$ cat config.mk
export PLATFORM = sky130hd
export DESIGN_NAME = dmam_top
export DESIGN_NICKNAME = d
export VERILOG_FILES = /design/src/shared/dmam_pkg.sv /design/src/hdl/dmam_top.sv /design/src/hdl/dmam_region_decode.sv /design/src/hdl/dmam_txn_counter.sv
export VERILOG_INCLUDE_DIRS = /design/src /design/src/shared
export SDC_FILE = /design/constraint.sdc
export NUM_CORES = 1
export LEC_CHECK = 0
export BUFFER_PORTS_ARGS = -buffer_cell sky130_fd_sc_hd__clkbuf_2
export CORE_MARGIN = 10
export CORE_UTILIZATION = 48
export DETAILED_ROUTE_END_ITERATION = 10
export PLACE_DENSITY = 0.76
export SLEW_MARGIN = 20
export SYNTH_ARGS = -nofsm -noshare
export SYNTH_HDL_FRONTEND = slang
export SYNTH_SLANG_ARGS = --single-unit
$ cat constraint.sdc
create_clock -name i_sys_clk -period 2.3 [get_ports i_sys_clk]
set_input_delay 0.345 -clock i_sys_clk [delete_from_list [all_inputs] [get_ports i_sys_clk]]
set_output_delay 0.345 -clock i_sys_clk [all_outputs]
set_load 0.005 [all_outputs]
$ cat src/shared/dmam_defines.svh
`ifndef DMAM_DEFINES_SVH
`define DMAM_DEFINES_SVH

// Default region bounds, inclusive
`define DMAM_CODE_LO 32'h0000_0000
`define DMAM_CODE_HI 32'h1FFF_FFFF
`define DMAM_WRAM_LO 32'h2000_0000
`define DMAM_WRAM_HI 32'h3FFF_FFFF
`define DMAM_PERI_LO 32'h4000_0000
`define DMAM_PERI_HI 32'h5FFF_FFFF
`define DMAM_XRAM_LO 32'h6000_0000
`define DMAM_XRAM_HI 32'h9FFF_FFFF
`define DMAM_XDEV_LO 32'hA000_0000
`define DMAM_XDEV_HI 32'hDFFF_FFFF
`define DMAM_PPB_LO 32'hE000_0000
`define DMAM_PPB_HI 32'hE00F_FFFF

// Outstanding transaction counter width
`define DMAM_OUTS_W 4

`endif

$ cat src/shared/dmam_pkg.sv
package dmam_pkg;

  // Memory type of a region
  typedef enum logic [1:0] {
    mem_normal,
    mem_device,
    mem_strong
  } dmam_mem_t;

  // Barrier kinds from the core
  typedef enum logic [1:0] {
    data_memory_barrier,
    data_sync_barrier,
    instruction_sync_barrier
  } dmam_bar_t;

  // Barrier sequencer states
  typedef enum logic {
    bs_idle,
    bs_drain
  } dmam_bstate_t;

endpackage

$ cat src/hdl/dmam_top.sv
// Contract
// RULE_01: Low 512 MB is Code, Normal, executable.
// RULE_02: Working memory region Normal, executable, bit-band. The decode gives this region no bit-band alias, only Normal and executable.
// RULE_03: Peripheral region is Device, execute never.
// RULE_04: External RAM region Normal, executable.
// RULE_05: External device region Device, execute never.
// RULE_06: Private bus region Strongly Ordered, execute never.
// RULE_07: Reserved addresses complete with bus fault.
// RULE_08: Normal accesses may reorder and speculate.
// RULE_09: Device keeps order against Device/Strong.
// RULE_10: Strongly Ordered keeps order against everything.
// RULE_11: Device writes bufferable, Strong writes never.
// RULE_12: Execute-never fetch blocked; fault only on execution.
// RULE_13: Device/Strong pairs observed in program order.
// RULE_14: Enabled protection unit overrides default attributes.
// RULE_15: Fetch ahead and speculative branch fetches allowed.
// RULE_16: Memory barrier drains before next transaction.
// RULE_17: Sync barrier drains before next instruction.
// RULE_18: Instruction barrier forces pipeline refetch.
// RULE_19: Priority change applies after sync barrier.
// RULE_20: Software should run code from Code region.
// RULE_21: Decode combinational, attributes with the request.
`timescale 1ns/1ns
`include "dmam_defines.svh"

module dmam_top #(
  parameter int OUTS_W = `DMAM_OUTS_W
) (
  // Clock and reset
  input wire logic i_sys_clk,
  input wire logic i_sys_rst,
  // Core access request
  input wire logic i_req_valid,
  input wire logic [31:0] i_req_addr,
  input wire logic i_req_write,
  input wire logic [31:0] i_req_wdata,
  input wire logic i_req_instr,
  input wire logic i_req_spec,
  // Protection unit override
  input wire logic i_rpu_en,
  input wire logic i_rpu_hit,
  input wire dmam_pkg::dmam_mem_t i_rpu_type,
  input wire logic i_rpu_xn,
  // Answer to core
  output logic o_req_ack,
  output dmam_pkg::dmam_mem_t o_attr_type,
  output logic o_attr_execute_never,
  output logic o_rsp_valid,
  output logic o_rsp_fault,
  output logic o_rsp_blocked,
  // Bus fabric side
  output logic o_bus_valid,
  output logic [31:0] o_bus_addr,
  output logic o_bus_write,
  output logic [31:0] o_bus_wdata,
  output logic o_bus_instr,
  output logic o_bus_spec,
  output dmam_pkg::dmam_mem_t o_bus_type,
  output logic o_bus_bufferable,
  input wire logic i_bus_ready,
  input wire logic i_bus_done,
  input wire logic i_bus_done_ord,
  // Barriers
  input wire logic i_bar_valid,
  input wire dmam_pkg::dmam_bar_t i_bar_kind,
  output logic o_bar_ack,
  output logic o_barrier_done,
  output logic o_exec_hold,
  output logic o_refetch,
  // Execution of fetched instructions
  input wire logic i_exec_valid,
  input wire logic i_exec_blocked,
  output logic o_xn_fault,
  // Interrupt priority change
  input wire logic i_prio_change,
  output logic o_prio_apply
);

  if (OUTS_W < 1 || OUTS_W > 8) begin : g_chk
    $error("dmam_top: OUTS_W out of range");
  end

  dmam_pkg::dmam_mem_t dec_type;
  logic dec_xn;
  logic dec_rsvd;
  logic pend_valid;
  logic [31:0] pend_addr;
  logic pend_write;
  logic [31:0] pend_wdata;
  logic pend_instr;
  logic pend_spec;
  dmam_pkg::dmam_mem_t pend_type;
  logic pend_xn;
  logic pend_rsvd;
  logic strong_out;
  logic prio_pend;
  dmam_pkg::dmam_bstate_t bstate;
  dmam_pkg::dmam_bar_t bar_kind;
  logic [OUTS_W-1:0] tot_cnt;
  logic tot_zero;
  logic tot_full;
  logic ord_zero;
  logic bus_hs;
  logic busy;
  logic take_req;
  logic take_bar;
  logic can_issue;
  logic drained;

  // Attribute lookup on the raw request address
  dmam_region_decode u_decode (
    .i_addr(i_req_addr),
    .i_rpu_en(i_rpu_en),
    .i_rpu_hit(i_rpu_hit),
    .i_rpu_type(i_rpu_type),
    .i_rpu_xn(i_rpu_xn),
    .o_type(dec_type),
    .o_execute_never(dec_xn),
    .o_reserved(dec_rsvd)
  ); // RULE_21

  // All issued transactions
  dmam_txn_counter #(.W(OUTS_W)) u_tot (
    .i_sys_clk(i_sys_clk),
    .i_sys_rst(i_sys_rst),
    .i_inc(bus_hs),
    .i_dec(i_bus_done),
    .o_count(tot_cnt),
    .o_zero(tot_zero),
    .o_full(tot_full)
  );

  // Device and strongly ordered transactions only
  dmam_txn_counter #(.W(OUTS_W)) u_ord (
    .i_sys_clk(i_sys_clk),
    .i_sys_rst(i_sys_rst),
    .i_inc(bus_hs && o_bus_type != dmam_pkg::mem_normal),
    .i_dec(i_bus_done && i_bus_done_ord),
    .o_count(),
    .o_zero(ord_zero),
    .o_full()
  );

  // Take one request or barrier at a time; ack blocks a double take
  assign bus_hs = o_bus_valid && i_bus_ready;
  assign busy = pend_valid || o_req_ack || o_bar_ack || bstate != dmam_pkg::bs_idle;
  assign take_req = i_req_valid && !busy;
  assign take_bar = i_bar_valid && !i_req_valid && !busy && !o_bus_valid;
  assign drained = tot_zero && !o_bus_valid && !pend_valid;

  // Ordering gate; normal traffic only waits behind a strong access or a full transaction counter
  always_comb begin
    case (pend_type)
      dmam_pkg::mem_normal: can_issue = 1'b1; // RULE_08
      dmam_pkg::mem_device: can_issue = ord_zero; // RULE_09 RULE_13
      dmam_pkg::mem_strong: can_issue = tot_zero; // RULE_10
      default: can_issue = 1'b0;
    endcase
    can_issue = can_issue && !strong_out && !tot_full;
  end

  // Request capture, attributes returned with the ack
  always_ff @(posedge i_sys_clk) begin
    if (i_sys_rst) begin
      o_req_ack <= 1'b0;
      o_attr_type <= dmam_pkg::mem_normal;
      o_attr_execute_never <= 1'b0;
      pend_valid <= 1'b0;
      pend_addr <= 32'h0;
      pend_write <= 1'b0;
      pend_wdata <= 32'h0;
      pend_instr <= 1'b0;
      pend_spec <= 1'b0;
      pend_type <= dmam_pkg::mem_normal;
      pend_xn <= 1'b0;
      pend_rsvd <= 1'b0;
    end else begin
      o_req_ack <= take_req;
      if (take_req) begin
        o_attr_type <= dec_type; // RULE_21
        o_attr_execute_never <= dec_xn;
        pend_valid <= 1'b1;
        pend_addr <= i_req_addr;
        pend_write <= i_req_write;
        pend_wdata <= i_req_wdata;
        pend_instr <= i_req_instr; // RULE_15
        pend_spec <= i_req_spec;
        pend_type <= dec_type;
        pend_xn <= dec_xn;
        pend_rsvd <= dec_rsvd;
      end else if (pend_valid && !o_bus_valid) begin
        if (pend_rsvd || (pend_instr && pend_xn) || can_issue) begin
          pend_valid <= 1'b0;
        end
      end
    end
  end

  // Local answers: bus fault or blocked fetch, never sent to the fabric
  always_ff @(posedge i_sys_clk) begin
    if (i_sys_rst) begin
      o_rsp_valid <= 1'b0;
      o_rsp_fault <= 1'b0;
      o_rsp_blocked <= 1'b0;
    end else begin
      o_rsp_valid <= 1'b0;
      o_rsp_fault <= 1'b0;
      o_rsp_blocked <= 1'b0;
      if (pend_valid && !o_bus_valid) begin
        if (pend_rsvd) begin
          o_rsp_valid <= 1'b1;
          o_rsp_fault <= 1'b1; // RULE_07
        end else if (pend_instr && pend_xn) begin
          o_rsp_valid <= 1'b1;
          o_rsp_blocked <= 1'b1; // RULE_12
        end
      end
    end
  end

  // Bus request register; held until the fabric is ready
  always_ff @(posedge i_sys_clk) begin
    if (i_sys_rst) begin
      o_bus_valid <= 1'b0;
      o_bus_addr <= 32'h0;
      o_bus_write <= 1'b0;
      o_bus_wdata <= 32'h0;
      o_bus_instr <= 1'b0;
      o_bus_spec <= 1'b0;
      o_bus_type <= dmam_pkg::mem_normal;
      o_bus_bufferable <= 1'b0;
    end else if (bus_hs) begin
      o_bus_valid <= 1'b0;
    end else if (pend_valid && !o_bus_valid && !pend_rsvd && !(pend_instr && pend_xn) && can_issue) begin
      o_bus_valid <= 1'b1;
      o_bus_addr <= pend_addr;
      o_bus_write <= pend_write;
      o_bus_wdata <= pend_wdata;
      o_bus_instr <= pend_instr;
      o_bus_spec <= pend_spec;
      o_bus_type <= pend_type;
      o_bus_bufferable <= pend_write && pend_type != dmam_pkg::mem_strong; // RULE_11
    end
  end

  // Strong access in flight stops everything behind it
  always_ff @(posedge i_sys_clk) begin
    if (i_sys_rst) begin
      strong_out <= 1'b0;
    end else if (bus_hs && o_bus_type == dmam_pkg::mem_strong) begin
      strong_out <= 1'b1; // RULE_10
    end else if (i_bus_done) begin
      strong_out <= 1'b0;
    end
  end

  // Barrier sequencer: drain, then release the core
  always_ff @(posedge i_sys_clk) begin
    if (i_sys_rst) begin
      bstate <= dmam_pkg::bs_idle;
      bar_kind <= dmam_pkg::data_memory_barrier;
      o_bar_ack <= 1'b0;
      o_barrier_done <= 1'b0;
      o_exec_hold <= 1'b0;
      o_refetch <= 1'b0;
    end else begin
      o_bar_ack <= take_bar;
      o_barrier_done <= 1'b0;
      o_refetch <= 1'b0;
      case (bstate)
        dmam_pkg::bs_idle: begin
          if (take_bar) begin
            bstate <= dmam_pkg::bs_drain; // RULE_16
            bar_kind <= i_bar_kind;
            o_exec_hold <= i_bar_kind != dmam_pkg::data_memory_barrier; // RULE_17
          end
        end
        dmam_pkg::bs_drain: begin
          if (drained) begin
            bstate <= dmam_pkg::bs_idle;
            o_barrier_done <= 1'b1;
            o_exec_hold <= 1'b0;
            o_refetch <= bar_kind == dmam_pkg::instruction_sync_barrier; // RULE_18
          end
        end
        default: bstate <= dmam_pkg::bs_idle;
      endcase
    end
  end

  // Priority change waits for a sync barrier; a new change beats the clear
  always_ff @(posedge i_sys_clk) begin
    if (i_sys_rst) begin
      prio_pend <= 1'b0;
      o_prio_apply <= 1'b0;
    end else begin
      o_prio_apply <= 1'b0;
      if (bstate == dmam_pkg::bs_drain && drained && bar_kind == dmam_pkg::data_sync_barrier && prio_pend) begin
        o_prio_apply <= 1'b1; // RULE_19
        prio_pend <= i_prio_change;
      end else if (i_prio_change) begin
        prio_pend <= 1'b1;
      end
    end
  end

  // Fault only when a blocked instruction really executes
  always_ff @(posedge i_sys_clk) begin
    if (i_sys_rst) begin
      o_xn_fault <= 1'b0;
    end else begin
      o_xn_fault <= i_exec_valid && i_exec_blocked; // RULE_12
    end
  end

  property p_strong_alone;
    @(posedge i_sys_clk) disable iff (i_sys_rst)
      o_bus_valid && o_bus_type == dmam_pkg::mem_strong |-> tot_cnt == '0;
  endproperty
  a_strong_alone: assert property (p_strong_alone) else $error("strong access issued with traffic open"); // RULE_10

  property p_device_order;
    @(posedge i_sys_clk) disable iff (i_sys_rst)
      $rose(o_bus_valid) && o_bus_type == dmam_pkg::mem_device |-> $past(ord_zero) && !$past(strong_out);
  endproperty
  a_device_order: assert property (p_device_order) else $error("device access passed an ordered one"); // RULE_09

  property p_strong_nobuf;
    @(posedge i_sys_clk) disable iff (i_sys_rst)
      o_bus_valid && o_bus_write |-> o_bus_bufferable == (o_bus_type != dmam_pkg::mem_strong);
  endproperty
  a_strong_nobuf: assert property (p_strong_nobuf) else $error("write buffering wrong for type"); // RULE_11

  property p_reserved_fault;
    @(posedge i_sys_clk) disable iff (i_sys_rst)
      take_req && dec_rsvd |=> ##1 o_rsp_valid && o_rsp_fault && !o_bus_valid;
  endproperty
  a_reserved_fault: assert property (p_reserved_fault) else $error("reserved access not faulted"); // RULE_07

  property p_xn_fetch;
    @(posedge i_sys_clk) disable iff (i_sys_rst)
      take_req && i_req_instr && dec_xn && !dec_rsvd |=> ##1 o_rsp_blocked && !o_xn_fault && !o_bus_valid;
  endproperty
  a_xn_fetch: assert property (p_xn_fetch) else $error("execute-never fetch not blocked"); // RULE_12

  property p_xn_fault_cause;
    @(posedge i_sys_clk) disable iff (i_sys_rst)
      o_xn_fault |-> $past(i_exec_valid) && $past(i_exec_blocked);
  endproperty
  a_xn_fault_cause: assert property (p_xn_fault_cause) else $error("fault without execution"); // RULE_12

  property p_barrier_drained;
    @(posedge i_sys_clk) disable iff (i_sys_rst)
      o_barrier_done |-> $past(tot_zero) && !o_bus_valid;
  endproperty
  a_barrier_drained: assert property (p_barrier_drained) else $error("barrier ended with traffic open"); // RULE_16

  property p_sync_hold;
    @(posedge i_sys_clk) disable iff (i_sys_rst)
      take_bar && i_bar_kind == dmam_pkg::data_sync_barrier |=> o_exec_hold throughout (bstate == dmam_pkg::bs_drain);
  endproperty
  a_sync_hold: assert property (p_sync_hold) else $error("execution not held by sync barrier"); // RULE_17

  property p_refetch;
    @(posedge i_sys_clk) disable iff (i_sys_rst)
      o_refetch |-> o_barrier_done && $past(bar_kind) == dmam_pkg::instruction_sync_barrier;
  endproperty
  a_refetch: assert property (p_refetch) else $error("refetch without instruction barrier"); // RULE_18

  property p_prio_apply;
    @(posedge i_sys_clk) disable iff (i_sys_rst)
      o_prio_apply |-> o_barrier_done && $past(bar_kind) == dmam_pkg::data_sync_barrier;
  endproperty
  a_prio_apply: assert property (p_prio_apply) else $error("priority applied outside sync barrier"); // RULE_19

  property p_code_attr;
    @(posedge i_sys_clk) disable iff (i_sys_rst)
      take_req && i_req_addr[31:29] == 3'h0 && !(i_rpu_en && i_rpu_hit) |=> o_attr_type == dmam_pkg::mem_normal && !o_attr_execute_never;
  endproperty
  a_code_attr: assert property (p_code_attr) else $error("code region attributes wrong"); // RULE_01

endmodule // dmam_top

$ cat src/hdl/dmam_region_decode.sv
`timescale 1ns/1ns
`include "dmam_defines.svh"

module dmam_region_decode (
  // Access address
  input wire logic [31:0] i_addr,
  // Protection unit override
  input wire logic i_rpu_en,
  input wire logic i_rpu_hit,
  input wire dmam_pkg::dmam_mem_t i_rpu_type,
  input wire logic i_rpu_xn,
  // Attributes
  output dmam_pkg::dmam_mem_t o_type,
  output logic o_execute_never,
  output logic o_reserved
);

  // Range test, used for every region
  function automatic logic in_range(input logic [31:0] a, input logic [31:0] lo, input logic [31:0] hi);
    in_range = (a >= lo) && (a <= hi);
  endfunction

  // Default map, pure logic so attributes meet the request cycle
  always_comb begin
    o_type = dmam_pkg::mem_normal;
    o_execute_never = 1'b0;
    o_reserved = 1'b0;
    if (in_range(i_addr, `DMAM_CODE_LO, `DMAM_CODE_HI)) begin // RULE_01
      o_type = dmam_pkg::mem_normal;
    end else if (in_range(i_addr, `DMAM_WRAM_LO, `DMAM_WRAM_HI)) begin // RULE_02
      o_type = dmam_pkg::mem_normal;
    end else if (in_range(i_addr, `DMAM_PERI_LO, `DMAM_PERI_HI)) begin // RULE_03
      o_type = dmam_pkg::mem_device;
      o_execute_never = 1'b1;
    end else if (in_range(i_addr, `DMAM_XRAM_LO, `DMAM_XRAM_HI)) begin // RULE_04
      o_type = dmam_pkg::mem_normal;
    end else if (in_range(i_addr, `DMAM_XDEV_LO, `DMAM_XDEV_HI)) begin // RULE_05
      o_type = dmam_pkg::mem_device;
      o_execute_never = 1'b1;
    end else if (in_range(i_addr, `DMAM_PPB_LO, `DMAM_PPB_HI)) begin // RULE_06
      o_type = dmam_pkg::mem_strong;
      o_execute_never = 1'b1;
    end else begin
      o_type = dmam_pkg::mem_strong; // Safest ordering for a faulting access
      o_execute_never = 1'b1;
      o_reserved = 1'b1; // RULE_07
    end
    // Programmed region wins over the default attributes
    if (i_rpu_en && i_rpu_hit) begin // RULE_14
      o_type = i_rpu_type;
      o_execute_never = i_rpu_xn;
    end
  end

endmodule // dmam_region_decode

$ cat src/hdl/dmam_txn_counter.sv
`timescale 1ns/1ns

module dmam_txn_counter #(
  parameter int W = 4
) (
  // Clock and reset
  input wire logic i_sys_clk,
  input wire logic i_sys_rst,
  // Issue and completion strobes
  input wire logic i_inc,
  input wire logic i_dec,
  // State
  output logic [W-1:0] o_count,
  output logic o_zero,
  output logic o_full
);

  if (W < 1 || W > 8) begin : g_chk
    $error("dmam_txn_counter: W out of range");
  end

  // Count of transactions issued but not completed
  always_ff @(posedge i_sys_clk) begin
    if (i_sys_rst) begin
      o_count <= '0;
    end else if (i_inc && !i_dec) begin
      o_count <= o_count + W'(1);
    end else if (i_dec && !i_inc && o_count != '0) begin
      o_count <= o_count - W'(1);
    end
  end

  assign o_zero = (o_count == '0);
  assign o_full = (o_count == {W{1'b1}});

endmodule // dmam_txn_counter

==> metrics.csv <==
metric,value,unit
min Tclk post-route,2.10,ns
Rel. slew slack,56.0,%
CP required,2.65,ns
CP Capture Type,flop,
Startpoint Class,flop,
Residual DRC,0,
Final Util,62.0,%
Synth area leaders,"dfxtp_1, a21oi_1, nand2_1, o31ai_1, nand4_1",
"Top FF cell, synth",dfxtp_1,
most frequent cells after synthesis,"dfxtp_1, a21oi_1, nand2_1",
placer congestion estimate,0.819,
clock sink count,166,
grt total ovfl,0,
DIE WIDTH,137,µm
max-cap viol count,0,
routed vias,6363,
Synth Net Count,873,
CTS tree,done,
final setup margin,0.198,ns
1st-iter DRT viols,510,
final WL,19.8,mm
ant diodes,0,
Synth cell types,45,
DRT antenna net count,0,
All-Layer GR Usage,20.6,%
HP Start,i_exec_blocked,
largest net degree at the start of global routing,72,
1st-pass router iterations,5,
register area share after synthesis,50.3,%
area occupied by multi-input gates,0.00301,mm²
worst r2r src,u_tot.o_count[0],
Port Buffer Count,167,
Power per Cell Area,923,mW/mm²
Max clock buf depth,2,
R2R cell count,5,
yosys warns,0,
Crit Reg-Reg Endpoint,o_bus_addr[0],
post-CTS sizing,0,
RSZ-0062 raised after global routing,false,
fin nets,998,
antenna violations before repair,1,
# IOs,168,
first-pass GRT wire length,31.6,mm
via/cell ratio,5.81,
Synth Register Bits,166,
"Cell Area, Synth",0.00661,mm²
core area,0.0133,mm²
Synth async-reset ratio,0,%
Post-CTS Setup Bufs,0,
leading area contributor after synthesis,dfxtp_1,
status,"complete, no violations",
# setup viols final,0,
TNS Setup,0,ns
WL per Instance,18.1,µm
crit path max fanout,69,
worst min path class,in -> reg,
die area,0.0189,mm²
dominant cell by count in the synthesized netlist,dfxtp_1,
register area,0.00332,mm²
area grow syn2layout,25.2,%
Hold Buf Count CTS,0,
pre-CTS setup slack,0.153,ns
Fmax achieved,476,MHz
Syn Inst Count,783,
clock-pin slew on the worst setup and hold paths,0.06,ns
layout cells sized above 1,24.8,%
Initial Util,49.5,%
Pleak,3.28,nW
# rows,42,
"Avg Cell Area, Syn",8.44,µm²
Post-synth EDFFs,0,
Pins Over Slew Limit,0,
Hold Path Cell Cnt,3,
Final Hold Viols,0,
Critical Setup Path Class,reg -> reg,
pin slew with the least headroom to its limit,0.652,ns
Chip Height,137,µm
WP data arrival,2.45,ns
Setup Skew,0.00864,ns
Reg2Reg Setup Slack,0.20,ns
Num CTS Buffers,17,
H-Tree Depth,4,
hold endpoint,o_xn_fault,
fill count,1188,
Yosys top cell area share,50.3,%
peak supply drop,0.000544,V
fin crit share,91.4,%
worst skew pair latency,0.42,ns
CTS root buffer,clkbuf_16,
DP HPWL,12.2,mm
vias in the first global route,6051,
==> worst max path at each step <==
stage	from	endpoint	cells after the start
finish	u_tot.o_count[0]	o_bus_addr[0]	5
global route	o_bus_valid	u_ord.o_count[3]	8
CTS	u_tot.o_count[0]	o_bus_addr[0]	5
detailed placement	i_bus_done	u_tot.o_count[3]	8
global placement	i_bus_done	u_tot.o_count[3]	8
floorplan	o_bus_valid	u_ord.o_count[3]	9
==> cell usage in the layout (no fill, tap or decap), drive strengths merged, types with 2 or more instances in the layout <==
master,n
xor2,3
ha,4
buf,18
mux2i,5
a21boi,2
nor3b,3
clkbuf,186
fa,2
a21o,2
o211ai,3
mux2,2
dfxtp,166
nor4,2
a21oi,153
nor4b,2
nand4,73
nor2,17
nand2,147
clkinvlp,5
o21a,2
nand2b,5
o31ai,71
o21ai,4
or4,3
nand3,5
inv,6
nor3,8
bufinv,4
==> cell type report <==
type | count | area share [%]
Sequential cell | 166 | 40.2
Timing Repair Buffer | 184 | 13.0
Inverter | 5 | 0.227
Multi-Input combinational cell | 534 | 36.4
Clock buffer | 20 | 5.40
Tap cell | 176 | 2.66
Clock inverter | 11 | 2.12
==> state kept, by name, indices dropped and copies added, names as in the netlist, 2 cells and up <==
signal	cells
pend_addr	32
pend_wdata	32
pend_type	2
o_bus_type	2
o_bus_wdata	32
u_tot.o_count	4
bar_kind	2
o_bus_addr	32
u_ord.o_count	4
==> layer usage <==
layer / global-route usage, % / share of wire (%)
met5: 0 / 0.051
met4: 4.39 / 0.94
met3: 7.32 / 9.0
met2: 32.5 / 47
met1: 26.5 / 43
==> worst max-delay path, cell delays in order, from the launching register on <==
cell and delay (ns):
dfxtp_1 0.38, o41ai_1 0.67, and3_2 0.31, buf_12 0.29, nand4_1 0.16, a21oi_1 0.17
==> metrics by stage <==
stage / power, W / instances / hold WS [ns] / instance area [µm²]
5_1_grt: 0.00798 / 1096 / 0.126 / 8280
3_3_place_gp: 0.00467 / 1065 / 0.442 / 7650
6_report: 0.00764 / 1096 / 0.125 / 8280
4_1_cts: 0.00768 / 1096 / 0.109 / 8280
2_1_floorplan: 0.00419 / 783 / 0.420 / 6610
3_5_place_dp: 0.00470 / 1065 / 0.447 / 7650
==> kinds of logic after synthesis <==
group / after synthesis / synth area share [%]
adder cells (fa/ha/maj): 6 / 1.36
flip-flops: 166 / 50.3
XOR/XNOR: 3 / 0.398
AO/OA/AOI/OAI: 244 / 21.9
multiplexers: 7 / 1.10
buffers and inverters: 83 / 4.90
AND/OR/NAND/NOR: 274 / 20.0
==> report_power, final <==
part           switching [W]  internal, W
Combinational       0.000869     0.000505
Sequential          0.000173      0.00311
Clock                0.00114      0.00184
(Power assumes the default switching activity.)
